==> src/deser_irq_pkg.sv <==
// register map, field layout and carrier types for the interrupt aggregator
package deser_irq_pkg;

  localparam int ADDR_W = 8;
  localparam int DATA_W = 8;

  // register offsets
  localparam logic [7:0] ADDR_IRQ_CONTROL = 8'h23;
  localparam logic [7:0] ADDR_IRQ_SUMMARY = 8'h24;
  localparam logic [7:0] ADDR_VOUT_IRQ_ENABLE = 8'h36;
  localparam logic [7:0] ADDR_VOUT_IRQ_STATUS = 8'h37;
  localparam logic [7:0] ADDR_RX_STATUS_ONE = 8'h4D;
  localparam logic [7:0] ADDR_RX_STATUS_TWO = 8'h4E;
  localparam logic [7:0] ADDR_RX_IRQ_ENABLE_HIGH = 8'hD8;
  localparam logic [7:0] ADDR_RX_IRQ_ENABLE_LOW = 8'hD9;
  localparam logic [7:0] ADDR_RX_IRQ_FLAGS_HIGH = 8'hDA;
  localparam logic [7:0] ADDR_RX_IRQ_FLAGS_LOW = 8'hDB;
  localparam logic [7:0] ADDR_GPIO_EDGE_ENABLE = 8'hE0;
  localparam logic [7:0] ADDR_GPIO_EDGE_STATUS = 8'hE1;
  localparam logic [7:0] ADDR_SENSOR_BYTE0 = 8'hE2;
  localparam logic [7:0] ADDR_SENSOR_BYTE1 = 8'hE3;
  localparam logic [7:0] ADDR_SENSOR_BYTE2 = 8'hE4;
  localparam logic [7:0] ADDR_SENSOR_BYTE3 = 8'hE5;
  localparam logic [7:0] ADDR_SENSOR_RISE_MASK = 8'hE6;
  localparam logic [7:0] ADDR_SENSOR_FALL_MASK = 8'hE7;
  localparam logic [7:0] ADDR_SENSOR_RISE_FLAGS = 8'hE8;
  localparam logic [7:0] ADDR_SENSOR_FALL_FLAGS = 8'hE9;
  localparam logic [7:0] ADDR_PIN_OUTPUT_SELECT = 8'hEA;
  localparam logic [7:0] ADDR_VIDEO_IN_ERROR = 8'hEB;

  // irq_control / irq_summary bit positions
  localparam int CTL_GLOBAL_EN = 7;
  localparam int CTL_VOUT_EN = 4;
  localparam int CTL_RX_EN = 0;
  localparam int SUM_GLOBAL = 7;
  localparam int SUM_VOUT = 4;
  localparam int SUM_RX = 0;

  // video out irq enable / status bit positions
  localparam int VOUT_PASS_SET = 0;
  localparam int VOUT_PASS_CLR = 1;
  localparam int VOUT_RX_IRQ = 2;
  localparam int VOUT_PASS_LVL = 4;

  localparam logic [1:0] RX_PORT_NUM = 2'h0;
  localparam int NUM_GPIO = 4;
  localparam int VIN_ERR_W = 4;

  // reset values
  localparam logic [7:0] RST_BYTE = 8'h00;
  localparam logic [3:0] RST_NIBBLE = 4'h0;

  // event and level sources from the receive port, all on core_clk
  typedef struct packed {
    logic bccCrcErr;
    logic bccSeqErr;
    logic parityErr;
    logic encodeErr;
    logic bufferErr;
    logic lineLenChg;
    logic lineCntChg;
    logic lineLenUnstable;
    logic freqStable;
    logic noLinkClk;
  } rx_events_t;

  // one register access, one cycle wide
  typedef struct packed {
    logic wr;
    logic rd;
    logic [ADDR_W-1:0] addr;
    logic [DATA_W-1:0] wdata;
  } reg_req_t;

endpackage : deser_irq_pkg

==> src/deser_interrupt_aggregator.sv <==
// interrupt aggregation for the single-port deserializer: flags, enables, summary and output pins
`timescale 1ns/10ps
module deser_interrupt_aggregator
  import deser_irq_pkg::*;
#(
  parameter int GPIO_CNT = deser_irq_pkg::NUM_GPIO
) (
  input wire logic core_clk,
  input wire logic sys_rst,
  input wire deser_irq_pkg::reg_req_t regReq,
  output logic [deser_irq_pkg::DATA_W-1:0] regRdData,
  output logic regRdValid,
  input wire deser_irq_pkg::rx_events_t rxEvents,
  input wire logic [deser_irq_pkg::VIN_ERR_W-1:0] videoInErr,
  input wire logic [31:0] sensorStatus,
  input wire logic rxLockPin,
  input wire logic rxPassPin,
  input wire logic [GPIO_CNT-1:0] remoteGpio,
  output logic irq_out_n,
  output logic [GPIO_CNT-1:0] gpioOut,
  output logic [GPIO_CNT-1:0] gpioOe
);
  import deser_irq_pkg::*;

  // clear-then-set update: a new event in the clearing cycle survives
  // so a status read never loses an event that lands on its clearing edge
  function automatic logic [7:0] flagUpd(input logic [7:0] old, input logic [7:0] set,
                                         input logic clr);
    flagUpd = (clr ? RST_BYTE : old) | set;
  endfunction : flagUpd

  // rising and falling edge detection from a registered previous value
  // the previous value is a flop on core_clk, so both helpers see one consistent sample
  function automatic logic [7:0] riseOf(input logic [7:0] now, input logic [7:0] prev);
    riseOf = now & ~prev;
  endfunction : riseOf

  function automatic logic [7:0] fallOf(input logic [7:0] now, input logic [7:0] prev);
    fallOf = ~now & prev;
  endfunction : fallOf

  // synchronisers and edge history
  // sensor status already lives on core_clk, so it is sampled without a synchroniser
  logic lockS1_ff, lockS2_ff, passS1_ff, passS2_ff;
  logic [GPIO_CNT-1:0] gpioS1_ff, gpioS2_ff, gpioPrev_ff;
  logic lockPrev_ff, passPrev_ff, rxIrqPrev_ff;
  logic [7:0] senPrev_ff;
  logic nxt_lockS1, nxt_lockS2, nxt_passS1, nxt_passS2;
  logic [GPIO_CNT-1:0] nxt_gpioS1, nxt_gpioS2, nxt_gpioPrev;
  logic nxt_lockPrev, nxt_passPrev, nxt_rxIrqPrev;
  logic [7:0] nxt_senPrev;
  logic rxIrq;

  // pins cross in through two flops; at 50 ns sampling, pulses longer than 50 ns
  // are seen at least once, shorter ones may slip between samples
  always_comb begin
    nxt_lockS1 = rxLockPin;
    nxt_lockS2 = lockS1_ff;
    nxt_passS1 = rxPassPin;
    nxt_passS2 = passS1_ff;
    nxt_gpioS1 = remoteGpio;
    nxt_gpioS2 = gpioS1_ff;
    nxt_gpioPrev = gpioS2_ff;
    nxt_lockPrev = lockS2_ff;
    nxt_passPrev = passS2_ff;
    nxt_senPrev = sensorStatus[7:0];
    nxt_rxIrqPrev = rxIrq;
  end

  // every chain resets to the idle low level, so a pin already high at reset release gives one edge
  always_ff @(posedge core_clk) begin
    if (sys_rst) begin
      lockS1_ff <= 1'b0;
      lockS2_ff <= 1'b0;
      passS1_ff <= 1'b0;
      passS2_ff <= 1'b0;
      gpioS1_ff <= '0;
      gpioS2_ff <= '0;
      gpioPrev_ff <= '0;
      lockPrev_ff <= 1'b0;
      passPrev_ff <= 1'b0;
      senPrev_ff <= RST_BYTE;
      rxIrqPrev_ff <= 1'b0;
    end else begin
      lockS1_ff <= nxt_lockS1;
      lockS2_ff <= nxt_lockS2;
      passS1_ff <= nxt_passS1;
      passS2_ff <= nxt_passS2;
      gpioS1_ff <= nxt_gpioS1;
      gpioS2_ff <= nxt_gpioS2;
      gpioPrev_ff <= nxt_gpioPrev;
      lockPrev_ff <= nxt_lockPrev;
      passPrev_ff <= nxt_passPrev;
      senPrev_ff <= nxt_senPrev;
      rxIrqPrev_ff <= nxt_rxIrqPrev;
    end
  end

  // software-written control registers
  // a write lands at its taking edge; the interrupt output follows one cycle later
  logic [7:0] ctl_ff, icrHi_ff, icrLo_ff, voutIcr_ff, gpioIcr_ff, riseMask_ff, fallMask_ff;
  logic [GPIO_CNT-1:0] pinSel_ff;
  logic [7:0] nxt_ctl, nxt_icrHi, nxt_icrLo, nxt_voutIcr, nxt_gpioIcr;
  logic [7:0] nxt_riseMask, nxt_fallMask;
  logic [GPIO_CNT-1:0] nxt_pinSel;

  // plain read/write storage; writes to status or unmapped offsets are dropped
  always_comb begin
    nxt_ctl = ctl_ff;
    nxt_icrHi = icrHi_ff;
    nxt_icrLo = icrLo_ff;
    nxt_voutIcr = voutIcr_ff;
    nxt_gpioIcr = gpioIcr_ff;
    nxt_riseMask = riseMask_ff;
    nxt_fallMask = fallMask_ff;
    nxt_pinSel = pinSel_ff;
    if (regReq.wr) begin
      unique case (regReq.addr)
        ADDR_IRQ_CONTROL: nxt_ctl = regReq.wdata;
        ADDR_RX_IRQ_ENABLE_HIGH: nxt_icrHi = regReq.wdata;
        ADDR_RX_IRQ_ENABLE_LOW: nxt_icrLo = regReq.wdata;
        ADDR_VOUT_IRQ_ENABLE: nxt_voutIcr = regReq.wdata;
        ADDR_GPIO_EDGE_ENABLE: nxt_gpioIcr = regReq.wdata;
        ADDR_SENSOR_RISE_MASK: nxt_riseMask = regReq.wdata;
        ADDR_SENSOR_FALL_MASK: nxt_fallMask = regReq.wdata;
        ADDR_PIN_OUTPUT_SELECT: nxt_pinSel = regReq.wdata[GPIO_CNT-1:0];
        default: ;
      endcase
    end
  end

  always_ff @(posedge core_clk) begin
    if (sys_rst) begin
      ctl_ff <= RST_BYTE;
      icrHi_ff <= RST_BYTE;
      icrLo_ff <= RST_BYTE;
      voutIcr_ff <= RST_BYTE;
      gpioIcr_ff <= RST_BYTE;
      riseMask_ff <= RST_BYTE;
      fallMask_ff <= RST_BYTE;
      pinSel_ff <= '0;
    end else begin
      ctl_ff <= nxt_ctl;
      icrHi_ff <= nxt_icrHi;
      icrLo_ff <= nxt_icrLo;
      voutIcr_ff <= nxt_voutIcr;
      gpioIcr_ff <= nxt_gpioIcr;
      riseMask_ff <= nxt_riseMask;
      fallMask_ff <= nxt_fallMask;
      pinSel_ff <= nxt_pinSel;
    end
  end

  // sticky event flags
  // sts1 group: {passChg, bccCrc, lockChg, bccSeq, parity}
  // sts2 group: {lineLenChg, encode, buffer, lineCntChg}
  logic [7:0] sts1Flags_ff, sts2Flags_ff, vinFlags_ff, gpioFlags_ff;
  logic [7:0] riseFlags_ff, fallFlags_ff, voutFlags_ff;
  logic [7:0] nxt_sts1Flags, nxt_sts2Flags, nxt_vinFlags, nxt_gpioFlags;
  logic [7:0] nxt_riseFlags, nxt_fallFlags, nxt_voutFlags;
  logic rdSts1, rdSts2, rdVin, rdGpio, rdRise, rdFall, rdVout;
  logic [7:0] gpioNow, gpioOld, gpioHit, senRise, senFall;
  logic [7:0] set1, set2, setVin, setVout;

  localparam int F1_PARITY = 0;
  localparam int F1_SEQ = 1;
  localparam int F1_LOCKCHG = 2;
  localparam int F1_CRC = 3;
  localparam int F1_PASSCHG = 4;
  localparam int F2_LINECNT = 0;
  localparam int F2_BUFFER = 1;
  localparam int F2_ENCODE = 2;
  localparam int F2_LINELEN = 3;

  // a read clears only the register it addresses, mirrors are excluded
  assign rdSts1 = regReq.rd && (regReq.addr == ADDR_RX_STATUS_ONE);
  assign rdSts2 = regReq.rd && (regReq.addr == ADDR_RX_STATUS_TWO);
  assign rdVin = regReq.rd && (regReq.addr == ADDR_VIDEO_IN_ERROR);
  assign rdGpio = regReq.rd && (regReq.addr == ADDR_GPIO_EDGE_STATUS);
  assign rdRise = regReq.rd && (regReq.addr == ADDR_SENSOR_RISE_FLAGS);
  assign rdFall = regReq.rd && (regReq.addr == ADDR_SENSOR_FALL_FLAGS);
  assign rdVout = regReq.rd && (regReq.addr == ADDR_VOUT_IRQ_STATUS);

  // edge detection and flag capture; only the GPIO edge enable and the sensor masks gate the capture
  always_comb begin
    gpioNow = RST_BYTE;
    gpioOld = RST_BYTE;
    gpioNow[GPIO_CNT-1:0] = gpioS2_ff;
    gpioOld[GPIO_CNT-1:0] = gpioPrev_ff;
    // low nibble of the enable picks rising, high nibble falling edges
    // the enable is split in nibbles, so more than four pins needs a wider register
    gpioHit = (riseOf(gpioNow, gpioOld) & {RST_NIBBLE, gpioIcr_ff[3:0]}) |
              (fallOf(gpioNow, gpioOld) & {RST_NIBBLE, gpioIcr_ff[7:4]});
    senRise = riseOf(sensorStatus[7:0], senPrev_ff) & riseMask_ff;
    senFall = fallOf(sensorStatus[7:0], senPrev_ff) & fallMask_ff;
    set1 = RST_BYTE;
    set1[F1_PARITY] = rxEvents.parityErr;
    set1[F1_SEQ] = rxEvents.bccSeqErr;
    set1[F1_LOCKCHG] = lockS2_ff ^ lockPrev_ff;
    set1[F1_CRC] = rxEvents.bccCrcErr;
    set1[F1_PASSCHG] = passS2_ff ^ passPrev_ff;
    set2 = RST_BYTE;
    set2[F2_LINECNT] = rxEvents.lineCntChg;
    set2[F2_BUFFER] = rxEvents.bufferErr;
    set2[F2_ENCODE] = rxEvents.encodeErr;
    set2[F2_LINELEN] = rxEvents.lineLenChg;
    setVin = RST_BYTE;
    setVin[VIN_ERR_W-1:0] = videoInErr;
    setVout = RST_BYTE;
    setVout[VOUT_PASS_SET] = passS2_ff & ~passPrev_ff;
    setVout[VOUT_PASS_CLR] = ~passS2_ff & passPrev_ff;
    setVout[VOUT_RX_IRQ] = rxIrq & ~rxIrqPrev_ff;
    nxt_sts1Flags = flagUpd(sts1Flags_ff, set1, rdSts1);
    nxt_sts2Flags = flagUpd(sts2Flags_ff, set2, rdSts2);
    nxt_vinFlags = flagUpd(vinFlags_ff, setVin, rdVin);
    nxt_gpioFlags = flagUpd(gpioFlags_ff, gpioHit, rdGpio);
    // clearing a mask bit also wipes its flag, so it reads zero
    nxt_riseFlags = flagUpd(riseFlags_ff, senRise, rdRise) & riseMask_ff;
    nxt_fallFlags = flagUpd(fallFlags_ff, senFall, rdFall) & fallMask_ff;
    nxt_voutFlags = flagUpd(voutFlags_ff, setVout, rdVout);
  end

  // a pin that is already high at reset release shows up as a change flag
  always_ff @(posedge core_clk) begin
    if (sys_rst) begin
      sts1Flags_ff <= RST_BYTE;
      sts2Flags_ff <= RST_BYTE;
      vinFlags_ff <= RST_BYTE;
      gpioFlags_ff <= RST_BYTE;
      riseFlags_ff <= RST_BYTE;
      fallFlags_ff <= RST_BYTE;
      voutFlags_ff <= RST_BYTE;
    end else begin
      sts1Flags_ff <= nxt_sts1Flags;
      sts2Flags_ff <= nxt_sts2Flags;
      vinFlags_ff <= nxt_vinFlags;
      gpioFlags_ff <= nxt_gpioFlags;
      riseFlags_ff <= nxt_riseFlags;
      fallFlags_ff <= nxt_fallFlags;
      voutFlags_ff <= nxt_voutFlags;
    end
  end

  // flag views and aggregation
  // mirrors are wiring of the same flops, so they never disagree with status one and two
  logic [7:0] isrLo, isrHi, sts1View, sts2View, voutView, summary;
  logic sensorChange, voutIrq, irqAllowed;

  always_comb begin
    sensorChange = |riseFlags_ff || |fallFlags_ff;
    isrLo = {1'b0, sts2Flags_ff[F2_LINELEN], sts2Flags_ff[F2_LINECNT],
             sts2Flags_ff[F2_BUFFER], |vinFlags_ff, sts1Flags_ff[F1_PARITY],
             sts1Flags_ff[F1_PASSCHG], sts1Flags_ff[F1_LOCKCHG]};
    isrHi = {3'b000, |gpioFlags_ff, sensorChange, sts2Flags_ff[F2_ENCODE],
             sts1Flags_ff[F1_SEQ], sts1Flags_ff[F1_CRC]};
    sts1View = {RX_PORT_NUM, sts1Flags_ff[F1_CRC], sts1Flags_ff[F1_LOCKCHG],
                sts1Flags_ff[F1_SEQ], sts1Flags_ff[F1_PARITY], passS2_ff, lockS2_ff};
    sts2View = {rxEvents.lineLenUnstable, sts2Flags_ff[F2_LINELEN], sts2Flags_ff[F2_ENCODE],
                sts2Flags_ff[F2_BUFFER], |vinFlags_ff, rxEvents.freqStable,
                rxEvents.noLinkClk, sts2Flags_ff[F2_LINECNT]};
    voutView = voutFlags_ff;
    voutView[VOUT_PASS_LVL] = passS2_ff;
    // receive-port flag: any flag whose own enable is set
    rxIrq = |(isrLo & icrLo_ff) || |(isrHi & icrHi_ff);
    voutIrq = |(voutFlags_ff & voutIcr_ff);
    // summary source bits ignore the global enable so polling still works; SUM_GLOBAL follows it
    summary = RST_BYTE;
    summary[SUM_RX] = rxIrq && ctl_ff[CTL_RX_EN];
    summary[SUM_VOUT] = voutIrq && ctl_ff[CTL_VOUT_EN];
    irqAllowed = ctl_ff[CTL_GLOBAL_EN] &&
                 (summary[SUM_RX] || summary[SUM_VOUT]);
    summary[SUM_GLOBAL] = irqAllowed;
  end

  // register read port
  // status reads pass through this mux; the matching clear is done in the flag block
  logic [7:0] rdMux;

  // one cycle of read latency; unmapped offsets read 0x00
  always_comb begin
    rdMux = RST_BYTE;
    unique case (regReq.addr)
      ADDR_IRQ_CONTROL: rdMux = ctl_ff;
      ADDR_IRQ_SUMMARY: rdMux = summary;
      ADDR_VOUT_IRQ_ENABLE: rdMux = voutIcr_ff;
      ADDR_VOUT_IRQ_STATUS: rdMux = voutView;
      ADDR_RX_STATUS_ONE: rdMux = sts1View;
      ADDR_RX_STATUS_TWO: rdMux = sts2View;
      ADDR_RX_IRQ_ENABLE_HIGH: rdMux = icrHi_ff;
      ADDR_RX_IRQ_ENABLE_LOW: rdMux = icrLo_ff;
      ADDR_RX_IRQ_FLAGS_HIGH: rdMux = isrHi;
      ADDR_RX_IRQ_FLAGS_LOW: rdMux = isrLo;
      ADDR_GPIO_EDGE_ENABLE: rdMux = gpioIcr_ff;
      ADDR_GPIO_EDGE_STATUS: rdMux = gpioFlags_ff;
      ADDR_SENSOR_BYTE0: rdMux = sensorStatus[7:0];
      ADDR_SENSOR_BYTE1: rdMux = sensorStatus[15:8];
      ADDR_SENSOR_BYTE2: rdMux = sensorStatus[23:16];
      ADDR_SENSOR_BYTE3: rdMux = sensorStatus[31:24];
      ADDR_SENSOR_RISE_MASK: rdMux = riseMask_ff;
      ADDR_SENSOR_FALL_MASK: rdMux = fallMask_ff;
      ADDR_SENSOR_RISE_FLAGS: rdMux = riseFlags_ff & riseMask_ff;
      ADDR_SENSOR_FALL_FLAGS: rdMux = fallFlags_ff & fallMask_ff;
      ADDR_PIN_OUTPUT_SELECT: rdMux = {{(8-GPIO_CNT){1'b0}}, pinSel_ff};
      ADDR_VIDEO_IN_ERROR: rdMux = vinFlags_ff;
      default: rdMux = RST_BYTE;
    endcase
  end

  // registered outputs
  // every pin leaves a flop, so none glitches while several flags update at once
  logic [7:0] rdData_ff, nxt_rdData;
  logic rdValid_ff, nxt_rdValid, irqN_ff, nxt_irqN;
  logic [GPIO_CNT-1:0] gpioOut_ff, gpioOe_ff, nxt_gpioOut, nxt_gpioOe;

  // the read data is the value before the clearing edge, so nothing is lost
  always_comb begin
    nxt_rdData = regReq.rd ? rdMux : rdData_ff;
    nxt_rdValid = regReq.rd;
    nxt_irqN = ~irqAllowed;
    // selected pins drive the combined interrupt low, like the dedicated pin;
    // unselected pins idle high, so selecting one later cannot glitch it low
    nxt_gpioOut = ~pinSel_ff | {GPIO_CNT{~irqAllowed}};
    nxt_gpioOe = pinSel_ff;
  end

  always_ff @(posedge core_clk) begin
    if (sys_rst) begin
      rdData_ff <= RST_BYTE;
      rdValid_ff <= 1'b0;
      irqN_ff <= 1'b1;
      gpioOut_ff <= '1;
      gpioOe_ff <= '0;
    end else begin
      rdData_ff <= nxt_rdData;
      rdValid_ff <= nxt_rdValid;
      irqN_ff <= nxt_irqN;
      gpioOut_ff <= nxt_gpioOut;
      gpioOe_ff <= nxt_gpioOe;
    end
  end

  assign regRdData = rdData_ff;
  assign regRdValid = rdValid_ff;
  assign irq_out_n = irqN_ff;
  assign gpioOut = gpioOut_ff;
  assign gpioOe = gpioOe_ff;

endmodule : deser_interrupt_aggregator

==> config.mk <==
export PLATFORM = sky130hd
export DESIGN_NAME = deser_interrupt_aggregator
export DESIGN_NICKNAME = d
export VERILOG_FILES = /design/src/deser_irq_pkg.sv /design/src/deser_interrupt_aggregator.sv
export SDC_FILE = /design/constraint.sdc
export NUM_CORES = 1
export LEC_CHECK = 0
export BUFFER_PORTS_ARGS = -buffer_cell sky130_fd_sc_hd__buf_2
export CORE_MARGIN = 10
export CORE_UTILIZATION = 57
export CTS_BUF_LIST = sky130_fd_sc_hd__clkbuf_16
export CTS_CLUSTER_DIAMETER = 50
export DETAILED_ROUTE_END_ITERATION = 6
export PLACE_DENSITY = 0.79
export SLEW_MARGIN = 10
export SYNTH_ARGS = -nofsm -noshare
export SYNTH_HDL_FRONTEND = slang
export SYNTH_SLANG_ARGS = --single-unit
==> constraint.sdc <==
create_clock -name core_clk -period 2.15 [get_ports core_clk]
set_input_delay 0 -clock core_clk [delete_from_list [all_inputs] [get_ports core_clk]]
set_output_delay 0 -clock core_clk [all_outputs]
set_load 0.01 [all_outputs]
==> results of run 1 <==
-- state kept, by name, summed over array words and instances, names as in the netlist, 5 cells and up --
register and flops:
senPrev_ff 8, icrHi_ff 8, riseFlags_ff 8, fallMask_ff 8, ctl_ff 8, icrLo_ff 8
fallFlags_ff 8, riseMask_ff 8, voutIcr_ff 8, gpioIcr_ff 8, sts1Flags_ff 5, regRdData 8
-- where the power goes --
group          internal (mW)  switching [mW]
Combinational          0.208           0.312
Sequential              2.66          0.0507
Clock                   1.64            1.35
Total                   4.51            1.71
-- final cells by class --
type / count / area share, %
multi-input cells: 553 / 41.7
flip-flops and latches: 141 / 34.5
repair buffers: 161 / 13.5
clock buffers: 17 / 5.20
well taps: 143 / 2.19
clock inverters: 14 / 1.87
inverters: 22 / 1.01
diodes: 1 / 0.0306
-- kinds of logic after synthesis --
kind of cell    share of synthesized area [%]
mux                                      7.80
flops                                    43.1
simple gates                             24.7
fa+ha+maj                               0.382
xor+xnor                                0.134
compound gates                           19.2
buf+inv                                  4.68
-- per-layer routing --
metal | share of wire, % | up-vias
met5 | 0 | -
met4 | 7.0 | 0
met3 | 14 | 196
met2 | 43 | 730
met1 | 36 | 3397
li1 | - | 3033
-- cell usage in the layout (no fill, tap or decap), types with 4 or more instances in the layout --
cell           count
clkbuf_16         17
dlygate4sd3_1     35
nand3_1           28
inv_8              4
a32oi_1            9
nand2_1           81
and3_1            22
inv_6              5
a31oi_1           11
mux2i_1           51
o21ai_1            4
buf_2             88
a22oi_1           14
a221oi_1          13
nand4_1            9
nor2_1            80
a22o_1            13
a21oi_1           50
nor4_1             8
dfxtp_1          141
inv_1             22
nor3b_1            4
and4_1             5
nand3b_1           5
nor2b_1           37
buf_4             36
o21ai_0           39
nor3_1             4
-- per-stage QoR --
stage	hold WS [ns]	total power, mW	instances	area [um^2]
3_5_place_dp	0.211	3.20	985	7250
2_1_floorplan	0.0750	2.98	763	6550
4_1_cts	0.0489	6.17	1051	8180
6_report	0.0646	6.22	1052	8180
3_3_place_gp	0.201	3.19	985	7250
5_1_grt	0.0825	6.32	1051	8180
-- critical path, cell delays in order (launching register included) --
cell and delay, ns:
dfxtp_1 0.37, nor4_1 0.48, a41o_1 0.37, nand2_1 0.14, a31oi_1 0.36, a32oi_1 0.15
-- what timing repair did --
action                                  CTS  global route
buffers inserted                          0             0
endpoints found under the setup margin    0             0
hold endpoints to repair                 76             0
hold buffers                             35             0
-- worst max-delay path by stage --
stage                                           from  slack [ns]  cells past startpoint                         end
after floorplan            vinFlags_ff[3]$_SDFF_PP0_        0.66                      5   regRdData[3]$_SDFFE_PP0P_
after global placement                    regReq[10]        0.21                      7  fallFlags_ff[1]$_SDFF_PP0_
after detailed placement                  regReq[10]         0.1                      7  fallFlags_ff[5]$_SDFF_PP0_
after CTS                 riseFlags_ff[0]$_SDFF_PP0_        0.27                      6  voutFlags_ff[2]$_SDFF_PP0_
after global routing      riseFlags_ff[0]$_SDFF_PP0_        0.13                      6  voutFlags_ff[2]$_SDFF_PP0_
final                     riseFlags_ff[0]$_SDFF_PP0_        0.13                      5   regRdData[0]$_SDFFE_PP0P_
==> run summary, run 1 <==
Status - finished clean
Worst Path Arrival - 2.30 ns
Warnings, synthesis - 0
Netlist cell types - 69
Number of remaining DRC errors - 0
Avg Cell Area, Syn - 8.58 um^2
CTS Sinks - 141
Setup violators final - 0
Core footprint - 0.0113 mm^2
Max Fanout on Critical Path - 3
Met2 usage - 55.0%
Via density per instance - 6.99
Initial antenna violation count - 1
Drt wl/cell - 28.6 um
Root Buffer Master - clkbuf_16
WP data required - 2.43 ns
Max_slew headroom - 49.4%
Total congestion overflow - 0
Post-route setup TNS - 0 ns
Reg-to-Reg End - regRdData[0]$_SDFFE_PP0P_
Setup WS post-layout - 0.133 ns
Die X - 127 um
Critical R2R Launch - riseFlags_ff[0]$_SDFF_PP0_
Largest net degree at the start of global routing - 65
HP Class - in2reg
Clock latency at the later pin of the worst-skew pair - 0.44 ns
Total Routed Length - 30.1 mm
Die area - 0.0162 mm^2
Worst ir drop on vdd - 1.08 mV
Final hold viol count - 0
Max clock buf depth - 2
Routed Antenna Nets - 0
Pwr dens - 760 mW/mm^2
Synth Flop Type - dfxtp_1
Syn_nets - 837
Register Area - 0.00282 mm^2
CP startpoint kind - flip-flop
H-tree depth - 4
DP Worst Slack - 0.0994 ns
Number of gates resized after CTS - 0
Area of the multi-input gates - 0.00342 mm^2
Fraction of layout cells with a size suffix above 1 - 18.7%
Final Slew Violations - 0
Port bufs - 89
Commonest cells post-synth - dfxtp_1, nand2_1, nor2_1, mux2i_1, a21oi_1
Yosys reg bits - 141
CP Class - reg2reg
Met3 Use GR - 11.1%
Crit path capture type - flip-flop
Vias - 7,356
Worst slew pin tran - 0.758 ns
CTS tree - yes
Hold Crit Depth - 4
FILL cells - 767
RD Place Congestion - 1.07
DP Wirelength - 20.6 mm
Synthesized area - 0.00655 mm^2
DR pass1 iterations - 6
Starting DRT DRC Count - 1,429
Starting Density - 57.8%
Final worst-path cycle share - 93.8%
Met1 Resource Use GR - 43.8%
Register area share after synthesis - 43.1%
Clock-pin slew on the worst setup and hold paths - 0.07 ns
Total Nets Final - 970
Hold Path Origin - sensorStatus[21]
Num CTS Buffers - 17
Final min period - 2.02 ns
EDFF count, synth - 0
FFs w/ async S/R, synth - 0%
GRT Max-Usage Layer - met2
Unrepaired setup endpoints after global routing - no
Cell taking the most area after synthesis - dfxtp_1
Top-count cell post-synth - dfxtp_1
Vias in the first global route - 7,300
Synth top area share - 43.1%
Ranking of synthesized cells by area - dfxtp_1, mux2i_1, nand2_1, nor2_1, a21oi_1
# IOs - 90
Worst R2R Setup Slack - 0.13 ns
Hold EP - regRdData[5]$_SDFFE_PP0P_
Site row count - 39
Clock Skew - 0.0151 ns
R2R depth - 5
Area grow syn2layout - 25.0%
Leak Pwr - 3.29 nW
DIE HEIGHT - 127 um
Number of max-cap violations - 0
Global-route wire length before repair - 44.7 mm
F_max - 0.496 GHz
Syn Inst Count - 763
Final core area utilization - 72.3%
GR Util All Layers - 36.0%
No activity file was read; power rests on OpenSTA's default activity.
==> run 2: changes to the inputs <==
--- a/config.mk
+++ b/config.mk
@@ -5,6 +5,7 @@
 export SDC_FILE = /design/constraint.sdc
 export NUM_CORES = 1
 export LEC_CHECK = 0
+export ABC_AREA = 1
 export BUFFER_PORTS_ARGS = -buffer_cell sky130_fd_sc_hd__buf_2
 export CORE_MARGIN = 10
 export CORE_UTILIZATION = 57
==> run 2 against run 1 <==
Count of clock-buffer cells in the layout is the same. Largest cell class unchanged. Critical path type unchanged. Combinational power shrank 25%. Sequential power is essentially flat. Cell count grew 18%. Worst setup slack gained 0.32 ns. Register-to-register slack gained 0.32 ns. First-iteration DRC count shrank 51%. Via count shrank 5.7%. Non-clock buffer count shrank 29. Sequential share of layout area grew 1.0 points.
==> run summary, run 2 <==
Status - finished clean
Synth Flop Type - dfxtp_1
Num CTS Buffers - 17
WP data required - 2.42 ns
Core footprint - 0.0110 mm^2
Worst slew pin tran - 1.07 ns
Most frequent cells in the layout - nand2_1, dfxtp_1, nor2_1
Global-route wire length before repair - 34.8 mm
Pwr dens - 752 mW/mm^2
Root Buffer Master - clkbuf_16
Max clock buf depth - 2
Via density per instance - 5.57
Die X - 127 um
Commonest non-fill, non-tap cell in the layout - nand2_1
Netlist cell types - 28
Crit path capture type - flip-flop
Reg-to-Reg End - regRdData[3]$_SDFFE_PP0P_
Warnings, synthesis - 0
Hold-fix buffers at CTS - 36
R2R depth - 10
Synth top area share - 43.5%
Die area - 0.0160 mm^2
F_max - 0.590 GHz
Area grow syn2layout - 22.5%
Final cell count without fillers - 1,245
Starting DRT DRC Count - 704
Total congestion overflow - 0
Hold EP - regRdData[1]$_SDFFE_PP0P_
CP startpoint kind - flip-flop
Max Fanout on Critical Path - 3
Final hold viol count - 0
HP Class - in2reg
Hold_ws - 0.0901 ns
Vias - 6,939
Syn Inst Count - 968
Placed insts - 1,175
Final Slew Violations - 0
Clock-pin slew on the worst setup and hold paths - 0.06 ns
Yosys reg bits - 141
Total Routed Length - 22.2 mm
Ranking of synthesized cells by area - dfxtp_1, nand2_1, a21oi_1, nor2_1, nand3_1
Worst ir drop on vdd - 1.17 mV
FFs w/ async S/R, synth - 0%
Leak Pwr - 3.42 nW
Top-count cell post-synth - nand2_1
RD Place Congestion - 1.02
Setup violators final - 0
Final worst-path cycle share - 78.8%
Max_slew headroom - 28.5%
Clock latency at the later pin of the worst-skew pair - 0.44 ns
Power, Total - 5.97 mW
DP Wirelength - 16.2 mm
Cell taking the most area after synthesis - dfxtp_1
Hold Path Origin - rxEvents[0]
Avg Cell Area, Syn - 6.70 um^2
H-tree depth - 4
Largest net degree at the start of global routing - 101
Postcts setup bufs - 0
Number of gates resized after CTS - 0
Final min period - 1.69 ns
Routed Antenna Nets - 0
Initial antenna violation count - 1
CTS Sinks - 141
Critical R2R Launch - fallFlags_ff[7]$_SDFF_PP0_
Fraction of layout cells with a size suffix above 1 - 14.1%
FILL cells - 917
Register area share after synthesis - 43.5%
Vias in the first global route - 6,573
EDFF count, synth - 0
Site row count - 38
Synthesized area - 0.00648 mm^2
CP Class - reg2reg
DIE HEIGHT - 127 um
GR Util All Layers - 27.6%
Hold Crit Depth - 7
Number of max-cap violations - 0
# IOs - 90
Starting Density - 59.0%
Commonest cells post-synth - nand2_1, dfxtp_1, nor2_1, inv_1, a21oi_1
Clock Skew - 0.00703 ns
Unrepaired setup endpoints after global routing - no
Drt wl/cell - 17.9 um
DR pass1 iterations - 6
Post-route setup TNS - 0 ns
CTS tree - yes
Port bufs - 89
Worst Path Arrival - 1.97 ns
Syn_nets - 1,042
Number of remaining DRC errors - 0
Setup WS post-layout - 0.456 ns
DP Worst Slack - 0.457 ns
Worst R2R Setup Slack - 0.46 ns
Total Nets Final - 1,164
run 2: changes by cell type after synthesis, sizes merged, moves of 9 or more:
cell,delta
a22oi,-14
a221oi,-14
a21oi,+49
clkbuf,-10
nor2b,-37
o21ai,+23
a22o,-13
nand2,+182
nand3,+57
nor2,+54
mux2i,-51
inv,+88
and3,-21
a32oi,-9
run 2: metal layers:
layer	GRT usage (%)	vias to the layer above	share of wire, %
met3	6.79	73	11
met5	0	-	0
met4	12.5	0	3.7
li1	-	3348	-
met2	43.7	391	45
met1	34.8	3127	41
run 2: worst max path at each step:
stage	startpoint	slack (ns)	end	cells past startpoint
floorplan	regReq[8]	0.98	voutIcr_ff[5]$_SDFFE_PP0P_	9
global placement	regReq[9]	0.46	regRdData[2]$_SDFFE_PP0P_	14
detailed placement	regReq[12]	0.46	regRdData[7]$_SDFFE_PP0P_	12
CTS	fallFlags_ff[7]$_SDFF_PP0_	0.46	regRdData[3]$_SDFFE_PP0P_	10
global route	fallFlags_ff[7]$_SDFF_PP0_	0.32	regRdData[3]$_SDFFE_PP0P_	10
finish	fallFlags_ff[7]$_SDFF_PP0_	0.46	regRdData[3]$_SDFFE_PP0P_	10
run 2: critical path, cell delays in order (launching register included):
cell and delay [ns]:
dfxtp_1 0.36, nor2_1 0.11, nand2_1 0.07, nor2_1 0.17
nand2_1 0.17, nand2_1 0.09, nand4_1 0.12, nor2_1 0.19
nand3_1 0.11, nand2_1 0.09, a21oi_1 0.06
run 2: kinds of logic (layout without fill, tap and decap cells):
family	count (synthesis)	in the layout	synth area share [%]
fa+ha+maj	2	2	0.386
buf+inv	141	276	8.94
compound gates	174	174	13.6
simple gates	509	509	33.4
xor+xnor	1	1	0.135
other cells	0	2	0
flops	141	141	43.5
run 2: report_power, final:
| part | switching [mW] | leakage, nW | internal, mW |
|---|---|---|---|
| sequential | 0.0354 | 1.15 | 2.66 |
| combinational | 0.246 | 2.00 | 0.145 |
| clock | 1.19 | 0.274 | 1.70 |
| total | 1.47 | 3.42 | 4.50 |
run 2: metrics by stage:
stage               utilization, %  area [um^2]
detailed placement            63.7         7000
global route                  72.2         7940
finish                        72.3         7940
CTS                           72.2         7940
floorplan                        -         6480
global placement              63.7         7000
run 2: layout make-up:
type	count	area [um^2]	area share, %
multi-input cells	686	3080	38.8
flip-flops and latches	141	2820	35.5
well taps	140	175	2.21
diodes	2	5.00	0.0630
clock buffers	17	425	5.36
repair buffers	132	861	10.8
inverters	112	420	5.29
clock inverters	15	150	1.89
==> run 3: changes to the inputs <==
--- a/config.mk
+++ b/config.mk
@@ -8,11 +8,11 @@
 export ABC_AREA = 1
 export BUFFER_PORTS_ARGS = -buffer_cell sky130_fd_sc_hd__buf_2
 export CORE_MARGIN = 10
-export CORE_UTILIZATION = 57
+export CORE_UTILIZATION = 52
 export CTS_BUF_LIST = sky130_fd_sc_hd__clkbuf_16
 export CTS_CLUSTER_DIAMETER = 50
 export DETAILED_ROUTE_END_ITERATION = 6
-export PLACE_DENSITY = 0.79
+export PLACE_DENSITY = 0.76
 export SLEW_MARGIN = 10
 export SYNTH_ARGS = -nofsm -noshare
 export SYNTH_HDL_FRONTEND = slang
==> constraint.sdc (replaced) <==
create_clock -name core_clk -period 1.41 [get_ports core_clk]
set_input_delay 0 -clock core_clk [delete_from_list [all_inputs] [get_ports core_clk]]
set_output_delay 0 -clock core_clk [all_outputs]
set_load 0.01 [all_outputs]
==> run 3 against run 2 <==
The flow now finishes with violations (negative setup slack). Hold slack lost 0.042 ns. Critical endpoint unchanged. Critical path depth is the same. Final area grew 12%. First-iteration DRC count grew 34%. Clock power grew 58%. Cell count grew 11%. Via count grew 7.9%. Clock skew is essentially flat. Total power grew 57%.
==> run summary, run 3 (synthesis gave the netlist of run 2 again) <==
Max Fanout on Critical Path - 2
Area grow syn2layout - 37.8%
Dpl cell area - 0.00792 mm^2
Worst Path Arrival - 1.73 ns
Core footprint - 0.0121 mm^2
Initial antenna violation count - 0
HP Class - in2reg
Setup violators final - 2
DP Worst Slack - -0.184 ns
Hold Crit Depth - 3
Largest net degree at the start of global routing - 77
Number of remaining DRC errors - 0
FILL cells - 1,011
Commonest non-fill, non-tap cell in the layout - nand2_1
Setup WS post-layout - -0.0266 ns
CP startpoint kind - flip-flop
RD Place Congestion - 1.01
Final worst-path cycle share - 102%
CTS Sinks - 141
Register Area - 0.00283 mm^2
Drt wl/cell - 17.5 um
Number of max-cap violations - 0
Clock-pin slew on the worst setup and hold paths - 0.06 ns
Worst slew pin tran - 0.425 ns
Reg-to-Reg End - regRdData[3]$_SDFFE_PP0P_
Finished Cell Area - 0.00893 mm^2
Final hold viol count - 0
Pwr dens - 1050 mW/mm^2
Status - complete, but fails checks
Via density per instance - 5.42
CP Class - reg2reg
Max_slew headroom - 71.7%
F_max - 0.696 GHz
Die area - 0.0173 mm^2
Clock latency at the later pin of the worst-skew pair - 0.42 ns
Final min period - 1.44 ns
# IOs - 90
CP cell instances - nor2_4 > nand2_2 > nor2_4 > nand2_2 > nand2_1 > nand4_1 > nor2_1 > nand3_1 > nand2_1 > a21oi_1
Starting DRT DRC Count - 941
Vias - 7,487
Postcts setup bufs - 0
Num CTS Buffers - 17
R2R depth - 10
GR Util All Layers - 27.3%
Worst Setup SP - riseFlags_ff[5]$_SDFF_PP0_
Area of the multi-input gates - 0.00315 mm^2
Port bufs - 89
WP data required - 1.71 ns
Total congestion overflow - 0
Unrepaired setup endpoints after global routing - yes
Final Slew Violations - 0
Die X - 132 um
Most frequent cells in the layout - nand2_1, dfxtp_1, buf_4
Clock Skew - 0.00737 ns
Global-route wire length before repair - 37.9 mm
Routed Antenna Nets - 0
Root Buffer Master - clkbuf_16
Total Nets Final - 1,275
CTS tree - yes
DIE HEIGHT - 132 um
Ant. Diodes - 0
Fraction of layout cells with a size suffix above 1 - 24.6%
Leak Pwr - 4.02 nW
Total Routed Length - 24.2 mm
DP Wirelength - 17.7 mm
DR pass1 iterations - 6
Failing checks - negative setup slack
Worst R2R Setup Slack - -0.03 ns
Critical path destination - regRdData[3]$_SDFFE_PP0P_
Max clock buf depth - 2
Starting Density - 53.5%
Worst ir drop on vdd - 0.856 mV
Crit path capture type - flip-flop
Critical R2R Launch - riseFlags_ff[5]$_SDFF_PP0_
Vias in the first global route - 7,174
H-tree depth - 4
Site row count - 40
Worst path slowest cell - dfxtp_1
Power, Total - 9.39 mW
CP max stage delay - 0.35 ns
==> run 3: cell types whose count changed in the layout (fill, tap and decap cells not counted), moves of 3 or more <==
| cell | delta |
|---|---|
| dfxtp_1 | -9 |
| dlygate4sd3_1 | -3 |
| nand2_1 | -6 |
| dfxtp_2 | +9 |
| nor2_1 | -11 |
| nor2_2 | +7 |
| buf_4 | +112 |
| nand2_2 | +6 |
| nor2_4 | +4 |
==> run 3: how the worst min path moves through the flow <==
stage               slack [ns]           from                        end
finish                    0.05     regReq[16]  regRdData[1]$_SDFFE_PP0P_
global route              0.05     regReq[16]  regRdData[1]$_SDFFE_PP0P_
CTS                       0.02     regReq[16]  regRdData[1]$_SDFFE_PP0P_
detailed placement        0.21      rxPassPin      nxt_passS2$_SDFF_PP0_
global placement          0.20  remoteGpio[0]    gpioS1_ff[0]$_SDFF_PP0_
floorplan                 0.11  remoteGpio[0]    gpioS1_ff[0]$_SDFF_PP0_
==> run 3: power by group <==
| group | switching (mW) | total, mW | internal, mW | leakage [nW] |
|---|---|---|---|---|
| Clock | 1.80 | 4.57 | 2.77 | 0.284 |
| Sequential | 0.0382 | 4.09 | 4.05 | 1.15 |
| Combinational | 0.418 | 0.731 | 0.313 | 2.59 |
| Total | 2.25 | 9.39 | 7.14 | 4.02 |
==> run 3: timing repair <==
item	CTS	global route
cloned	0	0
hold buffers	33	0
hold endpoints to repair	73	0
pin swaps	11	17
setup endpoints to repair	9	13
resized for setup	14	21
==> run 3: critical path, delay by kind of cell (launching register included) <==
kind            cells  cell delay [ns]
compound gates      1             0.06
flops               1             0.35
simple gates        9             0.90
==> run 3: layer usage <==
| layer | GRT usage, % | share of wire, % | vias up |
|---|---|---|---|
| met5 | 0 | 0 | - |
| met4 | 12.6 | 3.6 | 0 |
| met2 | 43.8 | 46 | 429 |
| met1 | 34.1 | 40 | 3420 |
| li1 | - | - | 3575 |
| met3 | 6.14 | 11 | 63 |
==> run 3: final cells by class <==
class                      count  area share, %
clock buffer                  17           4.76
clock inverter                15           1.96
inverter                     112           4.71
multi-input combinational    686           35.3
sequential                   141           31.7
tap                          168           2.35
timing repair buffer         243           19.2
==> run 3: stage by stage <==
step | instances | util (%) | hold slack, ns | TNS [ns]
floorplan | 968 | - | 0.107 | 0
global placement | 1317 | 65.4 | 0.202 | -1.87
detailed placement | 1317 | 65.4 | 0.207 | -2.70
CTS | 1382 | 73.3 | 0.0238 | -0.000213
global route | 1382 | 73.7 | 0.0460 | -0.387
finish | 1382 | 73.7 | 0.0483 | -0.0410
